## src/verilog/opoc_pkg.sv

```systemverilog
// package: constants, states and status carriers for the 1+1 changeover controller
package opoc_pkg;

    // clock and timing
    localparam int unsigned CLK_HZ            = 100_000_000;
    localparam int unsigned RETRY_S           = 300;                 // five minutes
    localparam int unsigned PRESCALE_MS       = 1;                   // prescaler tick period in ms
    localparam int unsigned PRESCALE_CYC      = CLK_HZ / 1000 * PRESCALE_MS;
    localparam int unsigned RETRY_TICKS       = RETRY_S * 1000 / PRESCALE_MS;
    localparam int unsigned DEBOUNCE_CYC      = 16;
    localparam int unsigned GUARD_CYC         = DEBOUNCE_CYC + 4;    // failure blanking on arrival at main
    localparam int unsigned STEP_US           = 2000;                // each switching step, 2 ms
    localparam int unsigned STEP_CYC          = CLK_HZ / 1_000_000 * STEP_US;
    localparam int unsigned SETTLE_US         = 50_000;              // health settle after power restore
    localparam int unsigned SETTLE_CYC        = CLK_HZ / 1_000_000 * SETTLE_US;

    // apb register map
    localparam logic [7:0]  ADDR_CTRL         = 8'h00;
    localparam logic [7:0]  ADDR_STATUS       = 8'h04;
    localparam logic [7:0]  ADDR_IRQ_STAT     = 8'h08;
    localparam logic [7:0]  ADDR_IRQ_MASK     = 8'h0C;

    // control register fields
    localparam int unsigned CTRL_AUTO_BIT     = 0;                   // 1 = automatic retry mode
    localparam int unsigned CTRL_RF_SRC_BIT   = 1;                   // 1 = failure from rf detector
    localparam int unsigned CTRL_RESET_BIT    = 2;                   // write 1: manual reset pulse
    localparam logic [1:0]  CTRL_RESET_VAL    = 2'h1;                // auto mode, equipment fault source

    // interrupt bits
    localparam int unsigned IRQ_W             = 4;
    localparam int unsigned IRQ_CHANGEOVER    = 0;
    localparam int unsigned IRQ_SWITCHBACK    = 1;
    localparam int unsigned IRQ_MAIN_FAULTY   = 2;
    localparam int unsigned IRQ_RETRY_OK      = 3;
    localparam logic [3:0]  IRQ_MASK_RESET    = 4'h0;

    typedef enum logic [3:0] {
        OPOC_ON_MAIN    = 4'h0,
        OPOC_PWR_OFF    = 4'h1,
        OPOC_RELAY      = 4'h2,
        OPOC_MPX        = 4'h3,
        OPOC_PWR_ON     = 4'h4,
        OPOC_ON_RESERVE = 4'h5,
        OPOC_SETTLE     = 4'h6
    } opoc_state_t;

    // per-unit drive bundle
    typedef struct packed {
        logic power_main;     // 1 = main unit powered
        logic power_reserve;  // 1 = reserve unit powered
        logic relay_reserve;  // 1 = coax relay to reserve (0 = rest position, main)
        logic mpx_reserve;    // 1 = mpx feed to reserve
        logic interlock;      // 1 = rf outputs blocked
    } opoc_drive_t;

    // remote status bundle
    typedef struct packed {
        logic on_reserve;
        logic switching;
        logic retry_pending;
        logic main_faulty;
    } opoc_status_t;

endpackage

```

## src/verilog/opoc_ctrl.sv

```systemverilog
// 1+1 changeover controller: sequencer, retry timer, apb registers and interrupt
`timescale 1ns/1ps
module opoc_ctrl #(
    parameter int unsigned RETRY_TICKS  = opoc_pkg::RETRY_TICKS,
    parameter int unsigned PRESCALE_CYC = opoc_pkg::PRESCALE_CYC,
    parameter int unsigned STEP_CYC     = opoc_pkg::STEP_CYC,
    parameter int unsigned SETTLE_CYC   = opoc_pkg::SETTLE_CYC
) (
    input  wire logic                   clock,
    input  wire logic                   rst_n,
    input  wire logic                   main_health,
    input  wire logic                   rf_present,
    input  wire logic                   remote_reset,
    input  wire logic                   psel,
    input  wire logic                   penable,
    input  wire logic                   pwrite,
    input  wire logic [7:0]             paddr,
    input  wire logic [31:0]            pwdata,
    output logic      [31:0]            prdata,
    output logic                        pready,
    output logic                        pslverr,
    output opoc_pkg::opoc_drive_t       drive,
    output opoc_pkg::opoc_status_t      status,
    output logic                        irq
);
    logic                         health_db;
    logic                         rf_db;
    logic                         remote_db;
    logic                         remote_prev;
    logic                         auto_mode;
    logic                         rf_source;
    logic                         retrying;
    logic                         main_faulty;
    logic                         main_fail;
    logic                         manual_reset;
    logic                         sw_reset;
    logic                         apb_wr;
    logic                         apb_rd;
    logic [3:0]                   irq_stat;
    logic [3:0]                   irq_mask;
    logic [3:0]                   irq_ev;
    logic [31:0]                  step_cnt;
    logic [31:0]                  pre_cnt;
    logic [31:0]                  tick_cnt;
    logic                         to_reserve;
    opoc_pkg::opoc_state_t        state;
    opoc_pkg::opoc_state_t        next_state;
    logic [31:0]                  next_step_cnt;
    logic [31:0]                  next_pre_cnt;
    logic [31:0]                  next_tick_cnt;
    logic                         next_to_reserve;
    logic                         next_retrying;
    logic                         next_main_faulty;
    logic                         next_on_reserve_flag;
    logic                         on_reserve_flag;
    logic [3:0]                   next_irq_stat;
    logic [3:0]                   next_irq_mask;
    logic                         next_auto_mode;
    logic                         next_rf_source;
    logic [31:0]                  next_prdata;
    logic [31:0]                  guard_cnt;
    logic [31:0]                  next_guard_cnt;

    // debounce on every pin input; health filters rest at good so reset shows no false failure
    opoc_debounce #(.CYCLES(opoc_pkg::DEBOUNCE_CYC), .IDLE(1'b1)) u_db_health (
        .clock (clock), .rst_n (rst_n), .raw (main_health), .clean (health_db));
    opoc_debounce #(.CYCLES(opoc_pkg::DEBOUNCE_CYC), .IDLE(1'b1)) u_db_rf (
        .clock (clock), .rst_n (rst_n), .raw (rf_present), .clean (rf_db));
    opoc_debounce #(.CYCLES(opoc_pkg::DEBOUNCE_CYC)) u_db_remote (
        .clock (clock), .rst_n (rst_n), .raw (remote_reset), .clean (remote_db));

    assign main_fail = (guard_cnt == 32'h0) && (rf_source ? !rf_db : !health_db);

    // apb strobes: zero wait state slave
    assign apb_wr   = psel && penable && pwrite;
    assign apb_rd   = psel && !penable && !pwrite;
    assign pready   = 1'b1;
    assign pslverr  = 1'b0;
    assign sw_reset = apb_wr && (paddr == opoc_pkg::ADDR_CTRL) && pwdata[opoc_pkg::CTRL_RESET_BIT];

    // remote reset rising edge acts as manual reset
    assign manual_reset = sw_reset || (remote_db && !remote_prev);

    // sequencer and retry timer
    always_comb
    begin
        next_state           = state;
        next_step_cnt        = step_cnt;
        next_pre_cnt         = pre_cnt;
        next_tick_cnt        = tick_cnt;
        next_to_reserve      = to_reserve;
        next_retrying        = retrying;
        next_main_faulty     = main_faulty;
        next_on_reserve_flag = on_reserve_flag;
        // stale filtered inputs from the unpowered main are blanked after arrival
        next_guard_cnt       = (state != opoc_pkg::OPOC_ON_MAIN) ? opoc_pkg::GUARD_CYC :
                               (guard_cnt != 32'h0) ? guard_cnt - 32'h1 : 32'h0;
        irq_ev               = 4'h0;
        unique case (state)
            opoc_pkg::OPOC_ON_MAIN:
            begin
                // main failure starts changeover to reserve
                if (main_fail)
                begin
                    next_state      = opoc_pkg::OPOC_PWR_OFF;
                    next_to_reserve = 1'b1;
                    next_step_cnt   = '0;
                    irq_ev[opoc_pkg::IRQ_CHANGEOVER] = 1'b1;
                    // a retried main that fails again is recorded faulty
                    if (retrying)
                    begin
                        next_main_faulty = 1'b1;
                        next_retrying    = 1'b0;
                        irq_ev[opoc_pkg::IRQ_MAIN_FAULTY] = 1'b1;
                    end
                end
                // retried main healthy past settle: isolated incident
                else if (retrying && step_cnt == SETTLE_CYC - 1)
                begin
                    next_retrying = 1'b0;
                    irq_ev[opoc_pkg::IRQ_RETRY_OK] = 1'b1;
                end
                else if (retrying)
                    next_step_cnt = step_cnt + 1;
            end
            // fixed order of steps, each STEP_CYC long
            // no new changeover until the sequence completes
            opoc_pkg::OPOC_PWR_OFF, opoc_pkg::OPOC_RELAY, opoc_pkg::OPOC_MPX:
            begin
                if (step_cnt == STEP_CYC - 1)
                begin
                    next_step_cnt = '0;
                    next_state    = opoc_pkg::opoc_state_t'(state + 4'h1);
                    if (state == opoc_pkg::OPOC_PWR_OFF) // relay moves in its own step, ahead of the mpx feed
                        next_on_reserve_flag = to_reserve;
                end
                else
                    next_step_cnt = step_cnt + 1;
            end
            opoc_pkg::OPOC_PWR_ON:
            begin
                if (step_cnt == STEP_CYC - 1)
                begin
                    next_step_cnt = '0;
                    next_pre_cnt  = '0;
                    next_tick_cnt = '0;
                    next_state    = to_reserve ? opoc_pkg::OPOC_ON_RESERVE : opoc_pkg::OPOC_ON_MAIN;
                end
                else
                    next_step_cnt = step_cnt + 1;
            end
            opoc_pkg::OPOC_ON_RESERVE:
            begin
                // main failures ignored while on reserve
                // prescaled five-minute retry timer in auto mode
                // manual mode waits for manual or remote reset
                if (manual_reset || (auto_mode && !main_faulty && tick_cnt == RETRY_TICKS - 1
                                     && pre_cnt == PRESCALE_CYC - 1))
                begin
                    next_state       = opoc_pkg::OPOC_PWR_OFF;
                    next_to_reserve  = 1'b0;
                    next_retrying    = !manual_reset;
                    next_main_faulty = manual_reset ? 1'b0 : main_faulty;
                    next_step_cnt    = '0;
                    irq_ev[opoc_pkg::IRQ_SWITCHBACK] = 1'b1;
                end
                else if (auto_mode && !main_faulty)
                begin
                    // retry interval counted in prescaler ticks
                    if (pre_cnt == PRESCALE_CYC - 1)
                    begin
                        next_pre_cnt  = '0;
                        next_tick_cnt = tick_cnt + 1;
                    end
                    else
                        next_pre_cnt = pre_cnt + 1;
                end
            end
            default:
                next_state = opoc_pkg::OPOC_ON_MAIN;
        endcase
    end

    // reset state: main powered, relay at rest on main
    always_ff @(posedge clock or negedge rst_n)
    begin
        if (!rst_n)
        begin
            state           <= opoc_pkg::OPOC_ON_MAIN;
            step_cnt        <= '0;
            pre_cnt         <= '0;
            tick_cnt        <= '0;
            to_reserve      <= 1'b0;
            retrying        <= 1'b0;
            main_faulty     <= 1'b0;
            on_reserve_flag <= 1'b0;
            remote_prev     <= 1'b0;
            guard_cnt       <= opoc_pkg::GUARD_CYC;
        end
        else
        begin
            state           <= next_state;
            step_cnt        <= next_step_cnt;
            pre_cnt         <= next_pre_cnt;
            tick_cnt        <= next_tick_cnt;
            to_reserve      <= next_to_reserve;
            retrying        <= next_retrying;
            main_faulty     <= next_main_faulty;
            on_reserve_flag <= next_on_reserve_flag;
            remote_prev     <= remote_db;
            guard_cnt       <= next_guard_cnt;
        end
    end

    // outputs decoded from state, relay from its registered flag; all high-level drives select main in idle
    always_comb
    begin
        drive.interlock     = (state != opoc_pkg::OPOC_ON_MAIN) && (state != opoc_pkg::OPOC_ON_RESERVE);
        drive.relay_reserve = on_reserve_flag;
        drive.mpx_reserve   = (state == opoc_pkg::OPOC_ON_RESERVE) ||
                              ((state == opoc_pkg::OPOC_MPX || state == opoc_pkg::OPOC_PWR_ON) && to_reserve) ||
                              ((state == opoc_pkg::OPOC_PWR_OFF || state == opoc_pkg::OPOC_RELAY) && !to_reserve);
        // power removed from both units between off and on steps
        drive.power_main    = (state == opoc_pkg::OPOC_ON_MAIN) ||
                              (state == opoc_pkg::OPOC_PWR_ON && !to_reserve);
        drive.power_reserve = (state == opoc_pkg::OPOC_ON_RESERVE) ||
                              (state == opoc_pkg::OPOC_PWR_ON && to_reserve);
        status.on_reserve    = on_reserve_flag;
        status.switching     = drive.interlock;
        status.retry_pending = (state == opoc_pkg::OPOC_ON_RESERVE) && auto_mode && !main_faulty;
        status.main_faulty   = main_faulty;
    end

    // registers: set wins over write-one clear
    always_comb
    begin
        next_auto_mode = auto_mode;
        next_rf_source = rf_source;
        next_irq_mask  = irq_mask;
        next_irq_stat  = irq_stat;
        next_prdata    = prdata;
        if (apb_wr && paddr == opoc_pkg::ADDR_CTRL)
        begin
            next_auto_mode = pwdata[opoc_pkg::CTRL_AUTO_BIT];
            next_rf_source = pwdata[opoc_pkg::CTRL_RF_SRC_BIT];
        end
        if (apb_wr && paddr == opoc_pkg::ADDR_IRQ_MASK)
            next_irq_mask = pwdata[3:0];
        if (apb_wr && paddr == opoc_pkg::ADDR_IRQ_STAT)
            next_irq_stat = irq_stat & ~pwdata[3:0];
        next_irq_stat = next_irq_stat | irq_ev;
        if (apb_rd)
        begin
            unique case (paddr)
                opoc_pkg::ADDR_CTRL:     next_prdata = {30'h0, rf_source, auto_mode};
                opoc_pkg::ADDR_STATUS:   next_prdata = {24'h0, state, status};
                opoc_pkg::ADDR_IRQ_STAT: next_prdata = {28'h0, irq_stat};
                opoc_pkg::ADDR_IRQ_MASK: next_prdata = {28'h0, irq_mask};
                default:                 next_prdata = 32'h0;
            endcase
        end
    end

    always_ff @(posedge clock or negedge rst_n)
    begin
        if (!rst_n)
        begin
            auto_mode <= opoc_pkg::CTRL_RESET_VAL[opoc_pkg::CTRL_AUTO_BIT];
            rf_source <= opoc_pkg::CTRL_RESET_VAL[opoc_pkg::CTRL_RF_SRC_BIT];
            irq_mask  <= opoc_pkg::IRQ_MASK_RESET;
            irq_stat  <= 4'h0;
            prdata    <= 32'h0;
        end
        else
        begin
            auto_mode <= next_auto_mode;
            rf_source <= next_rf_source;
            irq_mask  <= next_irq_mask;
            irq_stat  <= next_irq_stat;
            prdata    <= next_prdata;
        end
    end

    assign irq = |(irq_stat & irq_mask);

    // interlock stays high through every step
    a_interlock_held: assert property (@(posedge clock) disable iff (!rst_n)
        (state != opoc_pkg::OPOC_ON_MAIN && state != opoc_pkg::OPOC_ON_RESERVE) |-> drive.interlock)
        else $error("interlock low during switching");
    // relay only moves while both units unpowered
    a_relay_cold: assert property (@(posedge clock) disable iff (!rst_n)
        $changed(drive.relay_reserve) |-> !drive.power_main && !drive.power_reserve && drive.interlock)
        else $error("relay moved hot");
    // failure on main starts changeover next cycle
    a_fail_starts: assert property (@(posedge clock) disable iff (!rst_n)
        (state == opoc_pkg::OPOC_ON_MAIN && main_fail) |=> state == opoc_pkg::OPOC_PWR_OFF)
        else $error("failure not acted on");
    // idle on main means main powered and connected
    a_main_idle: assert property (@(posedge clock) disable iff (!rst_n)
        state == opoc_pkg::OPOC_ON_MAIN |-> drive.power_main && !drive.relay_reserve)
        else $error("main not selected");
    // second failure while retrying latches fault
    a_fault_latch: assert property (@(posedge clock) disable iff (!rst_n)
        (state == opoc_pkg::OPOC_ON_MAIN && retrying && main_fail) |=> main_faulty)
        else $error("fault not latched");
    // no switch-back in manual mode without reset
    a_manual_hold: assert property (@(posedge clock) disable iff (!rst_n)
        (state == opoc_pkg::OPOC_ON_RESERVE && !auto_mode && !manual_reset) |=> state == opoc_pkg::OPOC_ON_RESERVE)
        else $error("manual mode retried");
    a_reserve_ignore: assert property (@(posedge clock) disable iff (!rst_n)
        (state == opoc_pkg::OPOC_ON_RESERVE && main_faulty && !manual_reset) |=> state == opoc_pkg::OPOC_ON_RESERVE)
        else $error("left reserve after fault");
    // once raised, interlock stays high for at least eight cycles in any sequence
    a_step_length: assert property (@(posedge clock) disable iff (!rst_n)
        $rose(drive.interlock) |-> drive.interlock[*8])
        else $error("sequence cut short");
endmodule

```

## src/verilog/opoc_debounce.sv

```systemverilog
// two-flop synchroniser followed by a stable-count debounce filter
`timescale 1ns/1ps
module opoc_debounce #(
    parameter int unsigned CYCLES = 16,
    parameter logic        IDLE   = 1'b0
) (
    input  wire logic clock,
    input  wire logic rst_n,
    input  wire logic raw,
    output logic      clean
);
    logic                        sync_a;
    logic                        sync_b;
    logic [$clog2(CYCLES+1)-1:0] cnt;
    logic [$clog2(CYCLES+1)-1:0] next_cnt;
    logic                        next_clean;

    // sync_a is read only by sync_b
    always_ff @(posedge clock or negedge rst_n)
    begin
        if (!rst_n)
        begin
            sync_a <= IDLE;
            sync_b <= IDLE;
        end
        else
        begin
            sync_a <= raw;
            sync_b <= sync_a;
        end
    end

    // output follows only after the input has held for CYCLES clocks
    always_comb
    begin
        next_cnt   = cnt;
        next_clean = clean;
        if (sync_b == clean)
            next_cnt = '0;
        else if (cnt == ($clog2(CYCLES+1))'(CYCLES - 1))
        begin
            next_cnt   = '0;
            next_clean = sync_b;
        end
        else
            next_cnt = cnt + 1'b1;
    end

    always_ff @(posedge clock or negedge rst_n)
    begin
        if (!rst_n)
        begin
            cnt   <= '0;
            clean <= IDLE;
        end
        else
        begin
            cnt   <= next_cnt;
            clean <= next_clean;
        end
    end
endmodule

```

## config.mk

```make
export PLATFORM = sky130hd
export DESIGN_NAME = opoc_ctrl
export DESIGN_NICKNAME = d
export VERILOG_FILES = /design/src/verilog/opoc_pkg.sv /design/src/verilog/opoc_ctrl.sv /design/src/verilog/opoc_debounce.sv
export SDC_FILE = /design/constraint.sdc
export NUM_CORES = 1
export LEC_CHECK = 0
export ABC_AREA = 1
export BUFFER_PORTS_ARGS = -buffer_cell sky130_fd_sc_hd__buf_4
export CORE_ASPECT_RATIO = 1.75
export CORE_UTILIZATION = 60
export CTS_BUF_LIST = sky130_fd_sc_hd__clkbuf_16
export DETAILED_ROUTE_END_ITERATION = 12
export PLACE_DENSITY = 0.82
export SYNTH_ARGS = -nofsm -noshare
export SYNTH_HDL_FRONTEND = slang
export SYNTH_HIERARCHICAL = 1
export SYNTH_SLANG_ARGS = --single-unit
export TNS_END_PERCENT = 1
```

## constraint.sdc

```tcl
create_clock -name clock -period 5.8 [get_ports clock]
set_input_delay 0 -clock clock [delete_from_list [all_inputs] [get_ports clock]]
set_output_delay 0 -clock clock [all_outputs]
set_load 0.02 [all_outputs]
```

==> results.yml <==
outcome:
  status: "complete, no violations"
worst_hold_path:
  hold_path_class: "in -> reg"
  hp-start: "pwrite"
  worst_hold_path.endpoint: "rf_source"
  holdPathStages: 5
synthesis:
  synth_seq_cells: 179
  syn-instance-count: 1935
  synth-edff-count: 0
  yosysSeqAreaShare: 0.365
  synth_area_um2: 12300
  synth.avg_cell_area_um2: 6.35
  async_reset_ff_frac: 1.00
  yosys_warnings: 6
  ys_types: 43
  ys.flop_type: "dfrtp_1"
drt:
  antenna_left: 0
  post_drt_wl_per_cell_um: 14.7
  post_drt_via_cell_ratio: 5.48
  num_vias: 12100
  firstDrtPassIters: 5
  detail_route.iter0.violations: 857
  route.detailed.drc: 0
  wl_mm: 32.4
setup_path:
  worstPathRequired_ps: 6180
  path_max_fanout: 29
  crit_type: "reg -> reg"
  r2r_end: "step_cnt[3]"
  rr_startpoint: "state[1]"
  reg2reg_slack_ps: 2230
  cp-end-kind: "flop"
  critPathLaunch: "state[1]"
  start_kind: "flop"
  r2r_cells: 10
  arrival_ps: 3950
layout:
  fin_area_um2: 13200
  nets: 2014
  drive_gt1_frac: 0.0564
  antennaDiodeCount: 0
  area_growth_pct: 7.19
placement:
  place_hpwl_mm: 23.8
  io_buffers: 37
  gp_congestion: 0.978
  pre_cts_slack_ps: 2300
  dpl-instance-area_um2: 12500
die:
  fp.dieArea_um2: 21100
  initial_core_util: 0.618
  ios: 92
  core_area_um2: 19900
  rows: 68
  die_w_um: 110
  die_h_um: 191
power:
  leakage_nw: 6.32
  p_total_mw: 3.28
  pwr_density_cell_nw_per_um2: 248
  ir_drop_mv: 0.225
sta:
  finalMaxSlewViolations: 0
  finalCriticalPeriod_ps: 3570
  slew_headroom: 0.126
  hold_slack_ps: 55.3
  min_period_over_period: 0.615
  hold_viol_final: 0
  fin_ws_ps: 2230
  final.setup_skew_ps: 16.7
  setup_viol: 0
  clock.fmax_mhz: 280
  worst_slew_pin_slew_ps: 1310
  rsz0062_at_grt: "false"
  finalSetupTns_ps: 0
clock_tree:
  htreeDepth: 4
  tritoncts: "done"
  ctsResizeCount: 0
  clkLatencyLatePin_ps: 450
  cts.sinks: 179
  clk_pin_slew_ps: 70
  cts_buffers: 17
  cts-root-buf: "clkbuf_16"
  cts.path.max_buffers: 2
grt:
  grt_pass1_wl_mm: 54.2
  grt_pass1_vias: 11700
  grt_overflow: 0
  grt_use_total: 0.329
  antenna_found_initial: 0
  grt_max_degree: 127
run:
  maxCapViolCount: 0
==> metal layers <==
metal | vias up | track usage | share of wire
li1 | 6062 | - | -
met1 | 5611 | 0.351 | 0.39
met2 | 333 | 0.609 | 0.54
met3 | 105 | 0.0457 | 0.039
met4 | 0 | 0.174 | 0.040
met5 | - | 0 | 0
==> registers in the layout, summed over array words and instances (netlist names), 4 cells and up <==
register	cells
u_db_rf/cnt	5
u_db_health/cnt	5
pre_cnt	32
irq_mask	4
guard_cnt	32
prdata	8
irq_stat	4
step_cnt	32
u_db_remote/cnt	5
tick_cnt	32
state	4
==> synthesized netlist by cell type (2+ instances only) <==
cell      number  area, um^2
a211oi_1       2        15.0
a21oi_1       20         100
buf_1          2        7.51
buf_2         19        95.1
buf_4         36         270
buf_6          4        45.0
clkbuf_1      16        60.1
conb_1         2        7.51
dfrtp_1      170        4250
dfstp_2        9         236
ha_1          12         150
inv_1        177         664
inv_2          4        15.0
nand2_1      678        2540
nand2_2        8        50.1
nand2_4        2        22.5
nand3_1      223        1120
nand3_2        3        30.0
nand4_1       32         200
nor2_1       350        1310
nor2_2         7        43.8
nor2_4         2        22.5
nor3_1        46         230
nor3b_1        2        15.0
o21ai_0       37         185
o21ai_1        5        25.0
o21bai_1       2        15.0
o22ai_1        2        12.5
o31ai_1        5        37.5
xnor2_1       14         123
xor2_1        32         280
==> worst max path at each step <==
stage | to | slack [ps] | cells after the start
after global placement | step_cnt[18] | 2370 | 10
after CTS | step_cnt[3] | 2300 | 10
final | step_cnt[3] | 2230 | 10
after floorplan | tick_cnt[23] | 3920 | 13
after global routing | step_cnt[0] | 2030 | 10
after detailed placement | step_cnt[3] | 2300 | 10
==> per-stage QoR <==
step                 util  std cells
floorplan               -       1960
global placement    0.630       2170
detailed placement  0.630       2170
CTS                 0.662       2212
global route        0.662       2212
finish              0.662       2212
==> power breakdown <==
part / switching, mW / leakage, nW / total [mW] / internal [mW]
Combinational: 0.628 / 3.63 / 0.834 / 0.206
Clock: 0.527 / 0.258 / 1.08 / 0.552
Sequential: 0.0596 / 2.42 / 1.36 / 1.30
Total: 1.21 / 6.32 / 3.28 / 2.06
==> kinds of logic (layout without fill, tap and decap cells) <==
| family | count (synthesis) | after routing | synth area share |
|---|---|---|---|
| AO/OA/AOI/OAI | 79 | 79 | 0.0361 |
| other | 2 | 27 | 0.000611 |
| multiplexers | 1 | 1 | 0.000916 |
| buffers and inverters | 259 | 266 | 0.0944 |
| adder cells (fa/ha/maj) | 12 | 12 | 0.0122 |
| flip-flops | 179 | 179 | 0.365 |
| XOR/XNOR | 46 | 46 | 0.0328 |
| AND/OR/NAND/NOR | 1357 | 1357 | 0.458 |
==> layout by cell type (no fill, tap or decap), types with 3 or more instances in the layout <==
master	n
inv_2	4
inv_1	180
xnor2_1	14
nand3_1	222
clkinvlp_4	5
dfrtp_1	170
nand2_2	8
buf_4	41
conb_1	27
nand2_1	678
dlygate4sd3_1	10
o21ai_1	5
a21oi_1	20
ha_1	12
o31ai_1	5
nor2_1	350
dfstp_2	9
nand3_2	4
nor3_1	46
nand4_1	32
clkbuf_16	17
xor2_1	32
inv_6	3
o21ai_0	37
nor2_2	7
==> what timing repair did <==
action                    in CTS  in global routing
hold endpoints to repair     141                  0
hold buffers                  10                  0
setup buffers                  0                  0
==> worst max-delay path, cell delays in order, from the launching register on <==
cell     delay (ps)
dfrtp_1         400
inv_1           100
ha_1            230
o21ai_1         240
nand3_1         950
nor2_2          820
buf_4           370
nand3_1         120
nand2_1         100
nand3_1          70
nand2_1          90
==> area by class of cell <==
type,count,area (um^2)
Fill cell,1876,6730
Tap cell,245,307
Clock inverter,15,110
Clock buffer,17,425
Timing Repair Buffer,52,422
Sequential cell,179,4490
Inverter,182,683
Multi-Input combinational cell,1522,6740
Note: power is estimated with default switching activity, not from simulation.
